<file path="config.mk">
export PLATFORM = sky130hd
export DESIGN_NAME = mcsr_regs
export DESIGN_NICKNAME = d
export VERILOG_FILES = /design/src/mcsr_pkg.sv /design/src/mcsr_regs.sv
export SDC_FILE = /design/constraint.sdc
export NUM_CORES = 1
export LEC_CHECK = 0
export BUFFER_PORTS_ARGS = -buffer_cell sky130_fd_sc_hd__buf_2
export CORE_MARGIN = 5
export CORE_UTILIZATION = 35
export CTS_BUF_LIST = sky130_fd_sc_hd__clkbuf_4 sky130_fd_sc_hd__clkbuf_8 sky130_fd_sc_hd__clkbuf_16
export DETAILED_ROUTE_END_ITERATION = 7
export HOLD_SLACK_MARGIN = 0.05
export MAX_ROUTING_LAYER = met4
export PLACE_DENSITY = 0.71
export SYNTH_ARGS = -nofsm -noshare
export SYNTH_HDL_FRONTEND = slang
export SYNTH_SLANG_ARGS = --single-unit
</file>
<file path="constraint.sdc">
create_clock -name clk_i -period 2.81 [get_ports clk_i]
set_clock_uncertainty 0.05 [all_clocks]
set_input_delay 0.562 -clock clk_i [delete_from_list [all_inputs] [get_ports clk_i]]
set_output_delay 0.562 -clock clk_i [all_outputs]
set_load 0.005 [all_outputs]
</file>
<file path="src/mcsr_pkg.sv">
package mcsr_pkg;
   localparam logic [7:0] MCSR_OFS_RD_CREDIT = 8'h70;
   localparam logic [7:0] MCSR_OFS_WR_THLD = 8'h74;
   localparam logic [7:0] MCSR_OFS_SCRUB_LO = 8'h78;
   localparam logic [7:0] MCSR_OFS_SCRUB_HI = 8'h7c;
   localparam int MCSR_CRIT_RD_LSB = 16;
   localparam int MCSR_HIGH_RD_LSB = 8;
   localparam int MCSR_NORM_RD_LSB = 0;
   localparam logic [4:0] MCSR_CRIT_RD_RST = 5'h03;
   localparam logic [4:0] MCSR_HIGH_RD_RST = 5'h01;
   localparam logic [4:0] MCSR_NORM_RD_RST = 5'h0d;
   localparam int MCSR_HIGH_WR_LSB = 8;
   localparam int MCSR_CRIT_WR_LSB = 0;
   localparam logic [4:0] MCSR_HIGH_WR_RST = 5'h04;
   localparam logic [4:0] MCSR_CRIT_WR_RST = 5'h03;
   localparam int MCSR_ROW_LSB = 14;
   localparam int MCSR_COL_LSB = 0;
   localparam int MCSR_RUNNING_BIT = 12;
   localparam int MCSR_DONE_BIT = 11;
   localparam int MCSR_DONE_CLR_BIT = 10;
   localparam int MCSR_CHAN_LSB = 8;
   localparam int MCSR_DIMM_LSB = 6;
   localparam int MCSR_RANK_LSB = 4;
   localparam int MCSR_BANK_LSB = 0;
   localparam logic [31:0] MCSR_ZERO_RST = 32'h0000_0000;
   // Read priority classes
   typedef enum logic [1:0] {
      MCSR_CLS_NORMAL = 2'b00,
      MCSR_CLS_HIGH = 2'b01,
      MCSR_CLS_CRIT = 2'b10
   } mcsr_class_e;
endpackage

</file>
<file path="src/mcsr_regs.sv">
`timescale 1ns/1ps
module mcsr_regs
   import mcsr_pkg::*;
(
   input wire logic clk_i,
   input wire logic reset_n_i,
   // Dword config access
   input wire logic cfg_wr_i,
   input wire logic cfg_rd_i,
   input wire logic [7:0] cfg_addr_i,
   input wire logic [31:0] cfg_wdata_i,
   output logic [31:0] cfg_rdata_o,
   // Read issue and completion per class
   input wire logic rd_issue_i,
   input wire logic [1:0] rd_issue_class_i,
   input wire logic rd_done_i,
   input wire logic [1:0] rd_done_class_i,
   output logic [2:0] rd_credit_avail_o,
   // Write credit use
   input wire logic [4:0] wr_credits_free_i,
   output logic [2:0] wr_grant_ok_o,
   // Scrub and memory test logging
   input wire logic scrub_issued_i,
   input wire logic [15:0] scrub_row_i,
   input wire logic [13:0] scrub_col_i,
   input wire logic [1:0] scrub_dimm_i,
   input wire logic [1:0] scrub_rank_i,
   input wire logic [3:0] scrub_bank_i,
   input wire logic test_error_i,
   input wire logic test_running_i,
   input wire logic test_complete_i,
   output logic [29:0] next_scrub_low_o,
   output logic [9:0] next_scrub_high_o
);

   typedef struct packed {
      logic [4:0] crit_rd;
      logic [4:0] high_rd;
      logic [4:0] norm_rd;
      logic [4:0] cnt_crit;
      logic [4:0] cnt_high;
      logic [4:0] cnt_norm;
      logic [4:0] high_wr;
      logic [4:0] crit_wr;
      logic [15:0] row;
      logic [13:0] col;
      logic [1:0] chan;
      logic [1:0] dimm;
      logic [1:0] rank;
      logic [3:0] bank;
      logic running;
      logic done;
      logic [31:0] rdata;
      logic [2:0] avail;
      logic [2:0] wr_ok;
   } mcsr_state_s;

   mcsr_state_s state_reg;
   mcsr_state_s state_next;

   // One counter step: issue takes a credit, completion returns it
   function automatic logic [4:0] mcsr_step(input logic [4:0] cnt, input logic take, input logic give);
      logic [4:0] res;
      res = cnt;
      if (take && !give && cnt != 5'h00) begin
         res = cnt - 5'h01;
      end else if (give && !take && cnt != 5'h1f) begin
         res = cnt + 5'h01;
      end
      return res;
   endfunction

   logic wr_rd_credit;
   logic wr_thld;
   logic wr_lo;
   logic wr_hi;
   logic take_n;
   logic take_h;
   logic take_c;
   logic give_n;
   logic give_h;
   logic give_c;

   assign wr_rd_credit = cfg_wr_i && cfg_addr_i == MCSR_OFS_RD_CREDIT;
   assign wr_thld = cfg_wr_i && cfg_addr_i == MCSR_OFS_WR_THLD;
   assign wr_lo = cfg_wr_i && cfg_addr_i == MCSR_OFS_SCRUB_LO;
   assign wr_hi = cfg_wr_i && cfg_addr_i == MCSR_OFS_SCRUB_HI;
   // Issue blocked at zero credits
   assign take_n = rd_issue_i && rd_issue_class_i == MCSR_CLS_NORMAL && state_reg.avail[0];
   assign take_h = rd_issue_i && rd_issue_class_i == MCSR_CLS_HIGH && state_reg.avail[1];
   assign take_c = rd_issue_i && rd_issue_class_i == MCSR_CLS_CRIT && state_reg.avail[2];
   // Completion returns a credit to its own class only
   assign give_n = rd_done_i && rd_done_class_i == MCSR_CLS_NORMAL;
   assign give_h = rd_done_i && rd_done_class_i == MCSR_CLS_HIGH;
   assign give_c = rd_done_i && rd_done_class_i == MCSR_CLS_CRIT;

   always_comb begin
      state_next = state_reg;
      state_next.cnt_norm = mcsr_step(state_reg.cnt_norm, take_n, give_n);
      state_next.cnt_high = mcsr_step(state_reg.cnt_high, take_h, give_h);
      state_next.cnt_crit = mcsr_step(state_reg.cnt_crit, take_c, give_c);
      if (wr_rd_credit) begin
         // Reload drops outstanding accounting; software keeps the decoder idle
         state_next.crit_rd = cfg_wdata_i[MCSR_CRIT_RD_LSB +: 5];
         state_next.high_rd = cfg_wdata_i[MCSR_HIGH_RD_LSB +: 5];
         state_next.norm_rd = cfg_wdata_i[MCSR_NORM_RD_LSB +: 5];
         state_next.cnt_crit = cfg_wdata_i[MCSR_CRIT_RD_LSB +: 5];
         state_next.cnt_high = cfg_wdata_i[MCSR_HIGH_RD_LSB +: 5];
         state_next.cnt_norm = cfg_wdata_i[MCSR_NORM_RD_LSB +: 5];
      end
      if (wr_thld) begin
         state_next.high_wr = cfg_wdata_i[MCSR_HIGH_WR_LSB +: 5];
         state_next.crit_wr = cfg_wdata_i[MCSR_CRIT_WR_LSB +: 5];
      end
      // Software write first, hardware log wins on collision
      if (wr_lo) begin
         state_next.row = cfg_wdata_i[MCSR_ROW_LSB +: 16];
         state_next.col = cfg_wdata_i[MCSR_COL_LSB +: 14];
      end
      if (wr_hi) begin
         state_next.chan = cfg_wdata_i[MCSR_CHAN_LSB +: 2];
         state_next.dimm = cfg_wdata_i[MCSR_DIMM_LSB +: 2];
         state_next.rank = cfg_wdata_i[MCSR_RANK_LSB +: 2];
         state_next.bank = cfg_wdata_i[MCSR_BANK_LSB +: 4];
         if (cfg_wdata_i[MCSR_DONE_CLR_BIT]) begin
            state_next.done = 1'b0;
         end
      end
      if (scrub_issued_i || (test_running_i && test_error_i)) begin
         state_next.row = scrub_row_i;
         state_next.col = scrub_col_i;
         state_next.dimm = scrub_dimm_i;
         state_next.rank = scrub_rank_i;
         state_next.bank = scrub_bank_i;
      end
      state_next.running = test_running_i;
      if (test_complete_i) begin
         state_next.done = 1'b1;
      end
      state_next.avail = {state_next.cnt_crit != 5'h00, state_next.cnt_high != 5'h00,
                          state_next.cnt_norm != 5'h00};
      // Free write credits must exceed what higher classes reserve
      state_next.wr_ok = {wr_credits_free_i != 5'h00, wr_credits_free_i > state_next.crit_wr,
                          wr_credits_free_i > state_next.high_wr};
      state_next.rdata = 32'h0000_0000;
      if (cfg_rd_i) begin
         case (cfg_addr_i)
            MCSR_OFS_RD_CREDIT: begin
               state_next.rdata[MCSR_CRIT_RD_LSB +: 5] = state_reg.crit_rd;
               state_next.rdata[MCSR_HIGH_RD_LSB +: 5] = state_reg.high_rd;
               state_next.rdata[MCSR_NORM_RD_LSB +: 5] = state_reg.norm_rd;
            end
            MCSR_OFS_WR_THLD: begin
               state_next.rdata[MCSR_HIGH_WR_LSB +: 5] = state_reg.high_wr;
               state_next.rdata[MCSR_CRIT_WR_LSB +: 5] = state_reg.crit_wr;
            end
            MCSR_OFS_SCRUB_LO: begin
               state_next.rdata[MCSR_ROW_LSB +: 16] = state_reg.row;
               state_next.rdata[MCSR_COL_LSB +: 14] = state_reg.col;
            end
            MCSR_OFS_SCRUB_HI: begin
               state_next.rdata[MCSR_RUNNING_BIT] = state_reg.running;
               state_next.rdata[MCSR_DONE_BIT] = state_reg.done;
               state_next.rdata[MCSR_CHAN_LSB +: 2] = state_reg.chan;
               state_next.rdata[MCSR_DIMM_LSB +: 2] = state_reg.dimm;
               state_next.rdata[MCSR_RANK_LSB +: 2] = state_reg.rank;
               state_next.rdata[MCSR_BANK_LSB +: 4] = state_reg.bank;
            end
            default: begin
               state_next.rdata = 32'h0000_0000;
            end
         endcase
      end
   end

   always_ff @(posedge clk_i) begin
      if (!reset_n_i) begin
         state_reg <= '0;
         state_reg.crit_rd <= MCSR_CRIT_RD_RST;
         state_reg.high_rd <= MCSR_HIGH_RD_RST;
         state_reg.norm_rd <= MCSR_NORM_RD_RST;
         state_reg.cnt_crit <= MCSR_CRIT_RD_RST;
         state_reg.cnt_high <= MCSR_HIGH_RD_RST;
         state_reg.cnt_norm <= MCSR_NORM_RD_RST;
         state_reg.avail <= 3'h7;
         state_reg.high_wr <= MCSR_HIGH_WR_RST;
         state_reg.crit_wr <= MCSR_CRIT_WR_RST;
      end else begin
         state_reg <= state_next;
      end
   end

   assign cfg_rdata_o = state_reg.rdata;
   assign rd_credit_avail_o = state_reg.avail;
   assign wr_grant_ok_o = state_reg.wr_ok;
   assign next_scrub_low_o = {state_reg.row, state_reg.col};
   assign next_scrub_high_o = {state_reg.chan, state_reg.dimm, state_reg.rank, state_reg.bank};

endmodule

</file>
Yosys cells after proc, flatten, opt, wreduce, memory -nomap -nowiden. Cells that the tools add are included.

Flip-flop bits (word level): 120. Logic and storage cells: 110. Output and inout port bits: 78.

Eq/ne operators: 11. Muxes and demuxes: 21. Order comparisons: 2. Add/sub/neg operators: 6. Reductions and logical operators: 49.

Operators by type and width (number): 30-bit two-way mux (2); 5-bit nonzero test (7); 8-bit by 7-bit == test with 1-bit output (second input constant) (4); 5-bit two-way mux (6); 1-bit logical AND (26); 5-bit case mux with 4 select lines (1); 8-bit two-way mux (2); 2-bit case mux with 4 select lines (2); 5-bit by 1-bit adder with 5-bit output (second input constant) (3); 15-bit two-way mux (1); 5-bit != test (second input constant) (3); 5-bit by 1-bit subtractor with 5-bit output (second input constant) (3); 5-bit > comparator (2); 10-bit two-way mux (1); 5-bit case mux with 2 select lines (1); 2-bit nonzero test (4); 1-bit logical NOT (6); 3-bit case mux with 2 select lines (1); 2-bit by 1-bit == test with 1-bit output (second input constant) (2); 2-bit == test (second input constant) (2); 2-bit logical NOT (2); 2-bit AND reduction (2); 1-bit two-way mux (3); 1-bit case mux with 3 select lines (1); other kinds (2) (2).

Depth between registers and ports, before layout. Gate-level depths: netlist (run 1).

Depth in word-level cells: 10. Mapped depth: 14.

Worst setup path after synthesis (run 1). No wires, ideal clock.

Path kind: input to register. Start point: input cfg_addr_i[0]. End point: register state_reg, in the netlist wr_grant_ok_o[0]. Setup slack: 91 ps. Stages on the path: 13. Arrival: 2539 ps. Path buffers: 2. Cell sequence: and4bb_2 and3_1 clkbuf_1 nand2_1 buf_2 mux2i_1 ha_1 nor2b_1 o21a_1 o21ai_0 nand2b_1 a21oi_1 a311oi_1.

Word-level cells in the longest chain between the ends: 4.

Ends and longest elaborated chain: start: declaration (line mcsr_regs.sv:10) `input wire logic [7:0] cfg_addr_i,`; 8-bit by 7-bit == test with 1-bit output (line mcsr_regs.sv:85) `assign wr_thld = cfg_wr_i && cfg_addr_i == MCSR_OFS_WR_THLD;`; 1-bit logical AND (line mcsr_regs.sv:85); 10-bit two-way mux (line mcsr_regs.sv:111) `if (wr_thld) begin`; 5-bit > comparator (line mcsr_regs.sv:144) `wr_credits_free_i > state_next.high_wr};`; end signal: assignment (line mcsr_regs.sv:189) `state_reg <= state_next;`; end: declaration (line mcsr_regs.sv:58) `mcsr_state_s state_reg;`.

Every way passes these cells. A chain may end at the register's enable or synchronous reset.

Worst setup path in the final report (run 1).
Start point: register state_reg[90] in the netlist's numbering. End point: register state_reg, in the netlist rd_credit_avail_o[0].

Word-level cells in the longest chain between the ends: 6. Elaborated cells on any way between the ends: 10. Classes of those cells: add/sub: 2; eq/ne: 1; mux: 3; reduce/logical: 4.

Ends and longest elaborated chain: branches (longest 3 deep; another with 5-bit by 1-bit adder with 5-bit output); 5-bit two-way mux (*) (line mcsr_regs.sv:65) `if (take && !give && cnt != 5'h00) begin`; 15-bit two-way mux (*) (line mcsr_regs.sv:102) `if (wr_rd_credit) begin`; 5-bit nonzero test (*) (line mcsr_regs.sv:141) `state_next.cnt_norm != 5'h00};`.

Mark *: on every way between the ends.

==> flow_summary.toml, run 1 <==
[status]
status = "complete, no violations"

[placement]
gp_congestion = 0.905
dp_hpwl_um = 12100
place.port_buffers = 170
placed_area_um2 = 6670

[synth]
synthArstFlopShare = 0
syn_area_um2 = 6110
synth_edf_count = 0
syn_inst = 661
syn_area_per_cell_um2 = 9.24
yosys_warnings = 0
ys_seq_area_frac = 0.387
synth-seq-cells = 118
yosysUniqueCellTypes = 61
synth_ff_type = "dfxtp_1"

[sta]
hold_viol = 0
relSlewSlack = 0.510
timing.final.crit_share = 0.977
slew_violations = 0
fin_crit_ns = 2.75
fmax_mhz = 364
finalSetupViolCount = 0
worst-slew-pin-transition_ns = 0.735
whs_ns = 0.311

[global_routing]
grt.total_usage = 0.165
antenna_found_initial = 1
grt_overflow_total = 0
grt_max_degree = 77
grt_pass1_wl_um = 25300
grt_pass1_vias = 4735

[final_layout]
fin_nets = 874
design_area_um2 = 7310
multiInputGateArea_um2 = 3000
n_fill_cell = 1696
seq_area_um2 = 2360
syn_to_final_growth_pct = 19.6
largest_reg_flops = 42
drive_above_1_share = 0.324

[power_and_ir_drop]
power_frac_comb = 0.102
p_int_uw = 3460
switching_share = 0.229
p_leak_uw = 0.00349
p_switching_uw = 1030
seq_power_share = 0.399
p_per_area_nw_per_um2 = 614
p_clk_frac = 0.499
peakVddDrop_mv = 0.352

[setup_path]
criticalPathCategory = "flop to flop"
cp_num_buf_inv = 0
crit_top_cell = "ha_1"
crit_path_end_kind = "flop"
cp_max_fo = 5
crit_required_ns = 3.05
cp_slowest_cell = "or4b_4"
setup.worst_path.start_class = "flop"
worstPathArrival_ns = 2.98
critPathTopFamily = "simple AND/OR/NAND/NOR gates"
critPathMaxStageDelay_ns = 0.60
path_cells = "ha_1, and3_1, ha_1, or4b_4, nor3_2, a31oi_1, xor2_1, o21ai_0, or4_1"

[floorplan]
die_area_um2 = 20200
die_width_um = 142
start_util = 0.354
core_um2 = 17200
die_h_um = 142
placementRows = 48
pin_count = 175

[cts]
cts_sinks = 118
cts_tree = "done"
h-tree-depth = 4
clk_latency_ns = 0.41
cts-root-buf = "clkbuf_16"
cts_made_buffers = 17
cts_setup_buffers = 0
clock_path_buffers = 2
clkTransAtPathRegs_ns = 0.05

[drt]
viasPerCell = 4.96
drt_iter0_drc = 235
drc = 0
drtAntennaViolNets = 0
drt-pass1-iter-count = 5
vias = 4931
wire_per_inst_um = 16.7
wl_um = 16600

[hold_path]
hp-class = "input port to flop"

[run]
max-cap-violations = 0
metrics by stage:
stage,utilization,setup TNS (ns),worst slack [ns],instances,total power (uW)
5_1_grt,0.424,-0.0524,-0.0524,994,4670
4_1_cts,0.423,0,0.0870,993,4530
6_report,0.424,0,0.0636,994,4480
3_5_place_dp,0.387,-0.187,-0.110,961,2270
3_3_place_gp,0.387,-0.0977,-0.0548,961,2270
2_1_floorplan,-,0,0.0906,662,2130
power by group through the flow:
stage / clock [uW] / combinational (uW) / sequential (uW)
finish: 2240 / 458 / 1790
global route: 2370 / 508 / 1800
CTS: 2290 / 457 / 1790
detailed placement: 0 / 453 / 1820
global placement: 0 / 447 / 1820
floorplan: 0 / 325 / 1810
timing repair:
action / 4_1_cts / 5_1_grt
setup endpoints to repair: 0 / 1
hold buffers: 0 / 0
gates resized for setup: 0 / 8
final cells by class:
type,instances,area share
clock inverter,9,0.0168
antenna,1,0.000343
timing repair buffer,187,0.136
multi-input combinational,417,0.410
sequential,118,0.324
inverter,14,0.00719
tap,225,0.0385
clock buffer,23,0.0678
metal layers:
metal  vias to the layer above  GRT usage  share of wire
li1                       2435          -              -
met1                      2325      0.209           0.44
met2                       155      0.263           0.48
met3                        16     0.0360          0.058
met4                         0     0.0551          0.016
met5                         -          -              0
placed cells by master, fill, tap and decap left out, types with 13 or more instances in the layout:
master and count:
buf_2 170, inv_1 13, nand2_1 43, a211oi_1 38
mux2i_1 57, ha_1 22, nor2b_1 14, clkbuf_16 17
a21oi_1 23, dfxtp_1 116, nor2_1 71, and2_1 21
buf_4 16
Yosys cell counts, types with 3 or more instances:
| cell type | count | area share |
|---|---|---|
| dfxtp_1 | 118 | 0.39 |
| buf_4 | 78 | 0.096 |
| nor2_1 | 71 | 0.044 |
| mux2i_1 | 57 | 0.093 |
| nand2_1 | 43 | 0.026 |
| a211oi_1 | 38 | 0.047 |
| a21oi_1 | 24 | 0.020 |
| clkbuf_1 | 22 | 0.014 |
| ha_1 | 22 | 0.045 |
| and2_1 | 21 | 0.022 |
| inv_1 | 14 | 0.0086 |
| nor2b_1 | 14 | 0.014 |
| buf_2 | 12 | 0.0098 |
| and3_1 | 11 | 0.011 |
| nand3_1 | 10 | 0.0082 |
| o21ai_0 | 10 | 0.0082 |
| mux4_2 | 9 | 0.033 |
| nor3_1 | 6 | 0.0049 |
| xnor2_1 | 6 | 0.0086 |
| a221oi_1 | 4 | 0.0057 |
| nand3b_1 | 4 | 0.0049 |
| nand4b_1 | 4 | 0.0057 |
| o21a_1 | 4 | 0.0049 |
| or2_2 | 4 | 0.0041 |
| a311oi_1 | 3 | 0.0043 |
| o211ai_1 | 3 | 0.0037 |
| o31ai_1 | 3 | 0.0037 |
| xor2_1 | 3 | 0.0043 |
worst register-to-register path, delay by kind of cell (launching register included):
family | cells | cell delay [ns]
AND/OR/NAND/NOR | 4 | 1.52
adder cells (fa/ha/maj) | 2 | 0.38
flip-flops | 1 | 0.33
AO/OA/AOI/OAI | 2 | 0.17
XOR/XNOR | 1 | 0.15
worst paths after layout:
path	startpoint	to	slack (ns)	cells after the start
max	state_reg[90]	rd_credit_avail_o[0]	0.06	9
min	test_complete_i	state_reg[38]	0.31	3
max reg2reg	state_reg[90]	rd_credit_avail_o[0]	0.06	9
min reg2reg	state_reg[105]	state_reg[105]	0.39	2
kinds of logic after synthesis:
group	after synthesis	synth area share
adders and majority gates	22	0.0451
AOI/OAI and AO/OA	103	0.116
muxes	66	0.127
buffers and inverters	127	0.128
xor gates and xnor gates	9	0.0129
DFF	118	0.387
other	1	0.000614
and+or+nand+nor	215	0.184
Note: power is estimated with default switching activity, not from simulation.
==> run 2, diff against run 1 <==
- CELL_PAD_IN_SITES_DETAIL_PLACEMENT: not set -> 1
- CELL_PAD_IN_SITES_GLOBAL_PLACEMENT: not set -> 2
- CORE_UTILIZATION: 35 -> 28
- PLACE_DENSITY: 0.71 -> 0.87
==> run 2 against run 1 <==
Combinational power up 3%; first-iteration DRC count down 18%; highest routed layer unchanged; utilization down 8.0 points; via count up 2.3%; sequential cell count unchanged; global-route usage down 1.6 points; sequential share of layout area down 0.58 points; critical path depth unchanged; count of clock-buffer cells in the layout down 2; worst hold slack better by 0.013 ns; critical path type unchanged.
==> flow_summary.toml, run 2 (synthesis results as in run 1) <==
[floorplan]
die_width_um = 158
core_um2 = 21600
pin_count = 175
die_h_um = 158
die_area_um2 = 24900
placementRows = 54
start_util = 0.283

[power_and_ir_drop]
power.total_uw = 4630
p_leak_uw = 0.00351
peakVddDrop_mv = 0.337
p_per_area_nw_per_um2 = 622

[global_routing]
grt.total_usage = 0.150
grt_overflow_total = 0
grt_pass1_vias = 5185
grt_pass1_wl_um = 27900
grt_max_degree = 77
antenna_found_initial = 2

[run]
max-cap-violations = 0

[sta]
relSlewSlack = 0.481
worst-slew-pin-transition_ns = 0.778
grt_setup_unrepaired = "no"
fmax_mhz = 373
slew_violations = 0
fin_crit_ns = 2.68
finalSetupViolCount = 0
hold_viol = 0
timing.final.crit_share = 0.955

[drt]
drtAntennaViolNets = 0
wl_um = 18500
vias = 5045
wire_per_inst_um = 17.6
drt_iter0_drc = 193
viasPerCell = 4.79
drt-pass1-iter-count = 4
drc = 0

[setup_path]
crit_required_ns = 3.05
crit_path_end_kind = "flop"
path_cells = "ha_2, and3_1, ha_1, or4b_4, nand3b_1, o21ai_0, a221oi_2, o21ai_0, or4_1"
cp_slowest_cell = "or4b_4"
critPathMaxStageDelay_ns = 0.57
criticalPathCategory = "flop to flop"
worstPathArrival_ns = 2.92
crit_top_cell = "o21ai_0"
cp_max_fo = 5
setup.worst_path.start_class = "flop"

[final_layout]
n_fill_cell = 2540
seq_area_um2 = 2360
drive_above_1_share = 0.326
post-route-util = 0.344
largest_reg_flops = 42
syn_to_final_growth_pct = 21.7
design_area_um2 = 7440
mostFrequentLayoutCell = "buf_2"
fin_nets = 879
multiInputGateArea_um2 = 3000
layout_common_cells = "buf_2 (170), dfxtp_1 (117), nor2_1 (71), mux2i_1 (57), nand2_1 (43)"

[placement]
gp_congestion = 0.815
place.port_buffers = 170
placed_area_um2 = 6770
dp_hpwl_um = 13900

[hold_path]
hp-class = "input port to flop"

[cts]
clkTransAtPathRegs_ns = 0.05
cts_sinks = 118
cts-root-buf = "clkbuf_16"
hold_buffers = 0
h-tree-depth = 4
cts_made_buffers = 17
cts_tree = "done"
clock_path_buffers = 2
clk_latency_ns = 0.41
cts_setup_buffers = 0

[status]
status = "complete, no violations"
==> run 2: final cells by class <==
class / count / share of cell area
flip-flops and latches: 118 / 0.318
clock inverters: 10 / 0.0239
clock buffers: 21 / 0.0621
inverters: 14 / 0.00707
multi-input cells: 417 / 0.403
well taps: 280 / 0.0471
diodes: 2 / 0.000673
repair buffers: 192 / 0.138
==> run 2: power breakdown <==
group          internal [uW]  switching, uW  total, uW  leakage [uW]
Combinational            222            248        470       0.00223
Clock                   1610            755       2370      0.000317
Sequential              1740           50.7       1790      0.000964
Total                   3570           1050       4630       0.00351
==> run 2: stage by stage <==
stage          instances  hold slack, ns  setup slack, ns  setup TNS (ns)
6_report            1054           0.324            0.126               0
5_1_grt             1054           0.328           0.0126               0
4_1_cts             1052           0.301           0.0100               0
3_5_place_dp        1021           0.394           -0.126          -0.216
3_3_place_gp        1021           0.388          -0.0497         -0.0791
2_1_floorplan        662           0.368           0.0906               0
==> run 2: critical path: cells and delay by family (launching register included) <==
kind | cells | cell delay, ns
fa+ha+maj | 2 | 0.37
compound gates | 3 | 0.41
simple gates | 4 | 1.39
flops | 1 | 0.34
==> run 2: path summary, 6_finish.rpt <==
path | from | endpoint | slack, ns | cells past startpoint
hold reg to reg | state_reg[105] | state_reg[105] | 0.40 | 2
hold / removal | test_complete_i | state_reg[38] | 0.32 | 3
setup / recovery | state_reg[90] | rd_credit_avail_o[0] | 0.13 | 9
setup reg to reg | state_reg[90] | rd_credit_avail_o[0] | 0.13 | 9
==> run 2: timing repair <==
action | CTS | global route
endpoints found under the hold margin | 0 | 0
setup endpoints to repair | 0 | 1
resized for setup | 0 | 5
==> run 2: per-layer routing <==
layer / GRT usage / part of all wire / wire [um]
met5: - / 0 / 0
met4: 0.0447 / 0.015 / 285
met3: 0.0336 / 0.047 / 877
met2: 0.251 / 0.50 / 9350
met1: 0.180 / 0.43 / 8010
==> run 3, diff against run 2 <==
- CORE_UTILIZATION: 28 -> 33
- PLACE_DENSITY: 0.87 -> 0.95
- clock period: 2.81 -> 3.4 ns (I/O delays scaled with it)
==> run 3 against run 2 <==
Maximum frequency decreased by 4.1%; total power is 20% lower; setup slack improved by 0.47 ns; count of clock-buffer cells in the layout grew 2; critical endpoint unchanged.
==> flow_summary.toml, run 3 (synthesis results as in run 1) <==
[sta]
fmax_mhz = 357
hold_viol = 0
fin_crit_ns = 2.80
final.setup.tns_ns = 0
timing.final.crit_share = 0.823
slew_violations = 0
worst-slew-pin-transition_ns = 0.793
grt_setup_unrepaired = "no"
finalSetupViolCount = 0
relSlewSlack = 0.472

[power_and_ir_drop]
p_clk_frac = 0.501
switching_share = 0.233
peakVddDrop_mv = 0.344
p_int_uw = 2850
p_per_area_nw_per_um2 = 513
seq_power_share = 0.397
power_frac_comb = 0.102
p_leak_uw = 0.00346
p_switching_uw = 867

[placement]
gp_congestion = 0.836
dp_cells = 962
place.port_buffers = 170
dp_hpwl_um = 13600
placed_area_um2 = 6640

[drt]
viasPerCell = 5.05
drc = 0
drtAntennaViolNets = 0
drt_iter0_drc = 212
vias = 5027
wl_um = 18200
wire_per_inst_um = 18.3
drt-pass1-iter-count = 4

[cts]
cts_resized = 0
clk_latency_ns = 0.42
clock_path_buffers = 2
cts-root-buf = "clkbuf_16"
cts_tree = "done"
cts_made_buffers = 17
cts_sinks = 118
clkTransAtPathRegs_ns = 0.05
cts_setup_buffers = 0
hold_buffers = 0
h-tree-depth = 4

[floorplan]
start_util = 0.338
die_width_um = 146
placementRows = 49
pin_count = 175
die_h_um = 146
die_area_um2 = 21300
core_um2 = 18100

[global_routing]
grt_pass1_wl_um = 28900
grt_max_degree = 77
grt_overflow_total = 0
grt.total_usage = 0.176
antenna_found_initial = 2
grt_pass1_vias = 5415

[setup_path]
critPathMaxStageDelay_ns = 0.55
crit_path_end_kind = "flop"
crit_required_ns = 3.62
worstPathArrival_ns = 3.02
cp_max_fo = 6
setup.worst_path.start_class = "flop"
cp_slowest_cell = "or4_1"
criticalPathCategory = "flop to flop"
path_cells = "ha_1, and3_1, ha_1, or4b_4, o21ai_2, o211ai_1, mux2i_1, o211ai_1, or4_1"

[hold_path]
hp-class = "flop to flop"

[status]
status = "complete, no violations"

[final_layout]
syn_to_final_growth_pct = 18.8
mostFrequentLayoutCell = "buf_2"
design_area_um2 = 7260
fin_nets = 871
layoutNonFillerInstCount = 996
largest_reg_flops = 42
drive_above_1_share = 0.315
layout_common_cells = "buf_2 (170), dfxtp_1 (118), nor2_1 (71), mux2i_1 (57), nand2_1 (43)"

[run]
max-cap-violations = 0
-- run 3: power by group through the flow --
stage / Combinational [uW] / Sequential [uW] / Clock [uW]
4_1_cts: 385 / 1480 / 1910
3_5_place_dp: 381 / 1510 / 0
5_1_grt: 423 / 1490 / 1970
2_1_floorplan: 269 / 1490 / 0
3_3_place_gp: 372 / 1510 / 0
6_report: 379 / 1480 / 1860
-- run 3: through the flow --
stage / total power [uW] / hold slack, ns / setup WS [ns] / util
2_1_floorplan: 1760 / 0.368 / 0.563 / -
3_3_place_gp: 1880 / 0.386 / 0.304 / 0.367
3_5_place_dp: 1890 / 0.393 / 0.241 / 0.367
4_1_cts: 3770 / 0.402 / 0.577 / 0.401
5_1_grt: 3880 / 0.422 / 0.445 / 0.401
6_report: 3720 / 0.394 / 0.600 / 0.401
-- run 3: worst paths after layout --
check	start	endpoint	depth (start not counted)	slack (ns)
min reg2reg	state_reg[105]	state_reg[105]	2	0.39
max	state_reg[91]	rd_credit_avail_o[0]	9	0.60
min	state_reg[105]	state_reg[105]	2	0.39
max reg2reg	state_reg[91]	rd_credit_avail_o[0]	9	0.60
-- run 3: cell type report --
cell class	instances	area [um2]
well taps	229	287
clock inverters	9	123
diodes	2	5.00
multi-input cells	417	2980
clock buffers	23	495
inverters	14	52.6
fillers	2142	10800
flip-flops and latches	118	2360
repair buffers	184	956
-- run 3: worst max-delay path: cells and delay by family (launching register included) --
kind                     cells  cell delay (ns)
multiplexers                 1             0.23
adder cells (fa/ha/maj)      2             0.39
AND/OR/NAND/NOR              3             1.27
AO/OA/AOI/OAI                3             0.36
flip-flops                   1             0.36
-- run 3: layer usage --
layer | global-route usage | routed length, um | share of wire | vias to the layer above
li1 | - | - | - | 2425
met1 | 0.204 | 7990 | 0.44 | 2447
met2 | 0.300 | 9120 | 0.50 | 129
met3 | 0.0366 | 658 | 0.036 | 26
met4 | 0.0691 | 414 | 0.023 | 0
met5 | - | 0 | 0 | -
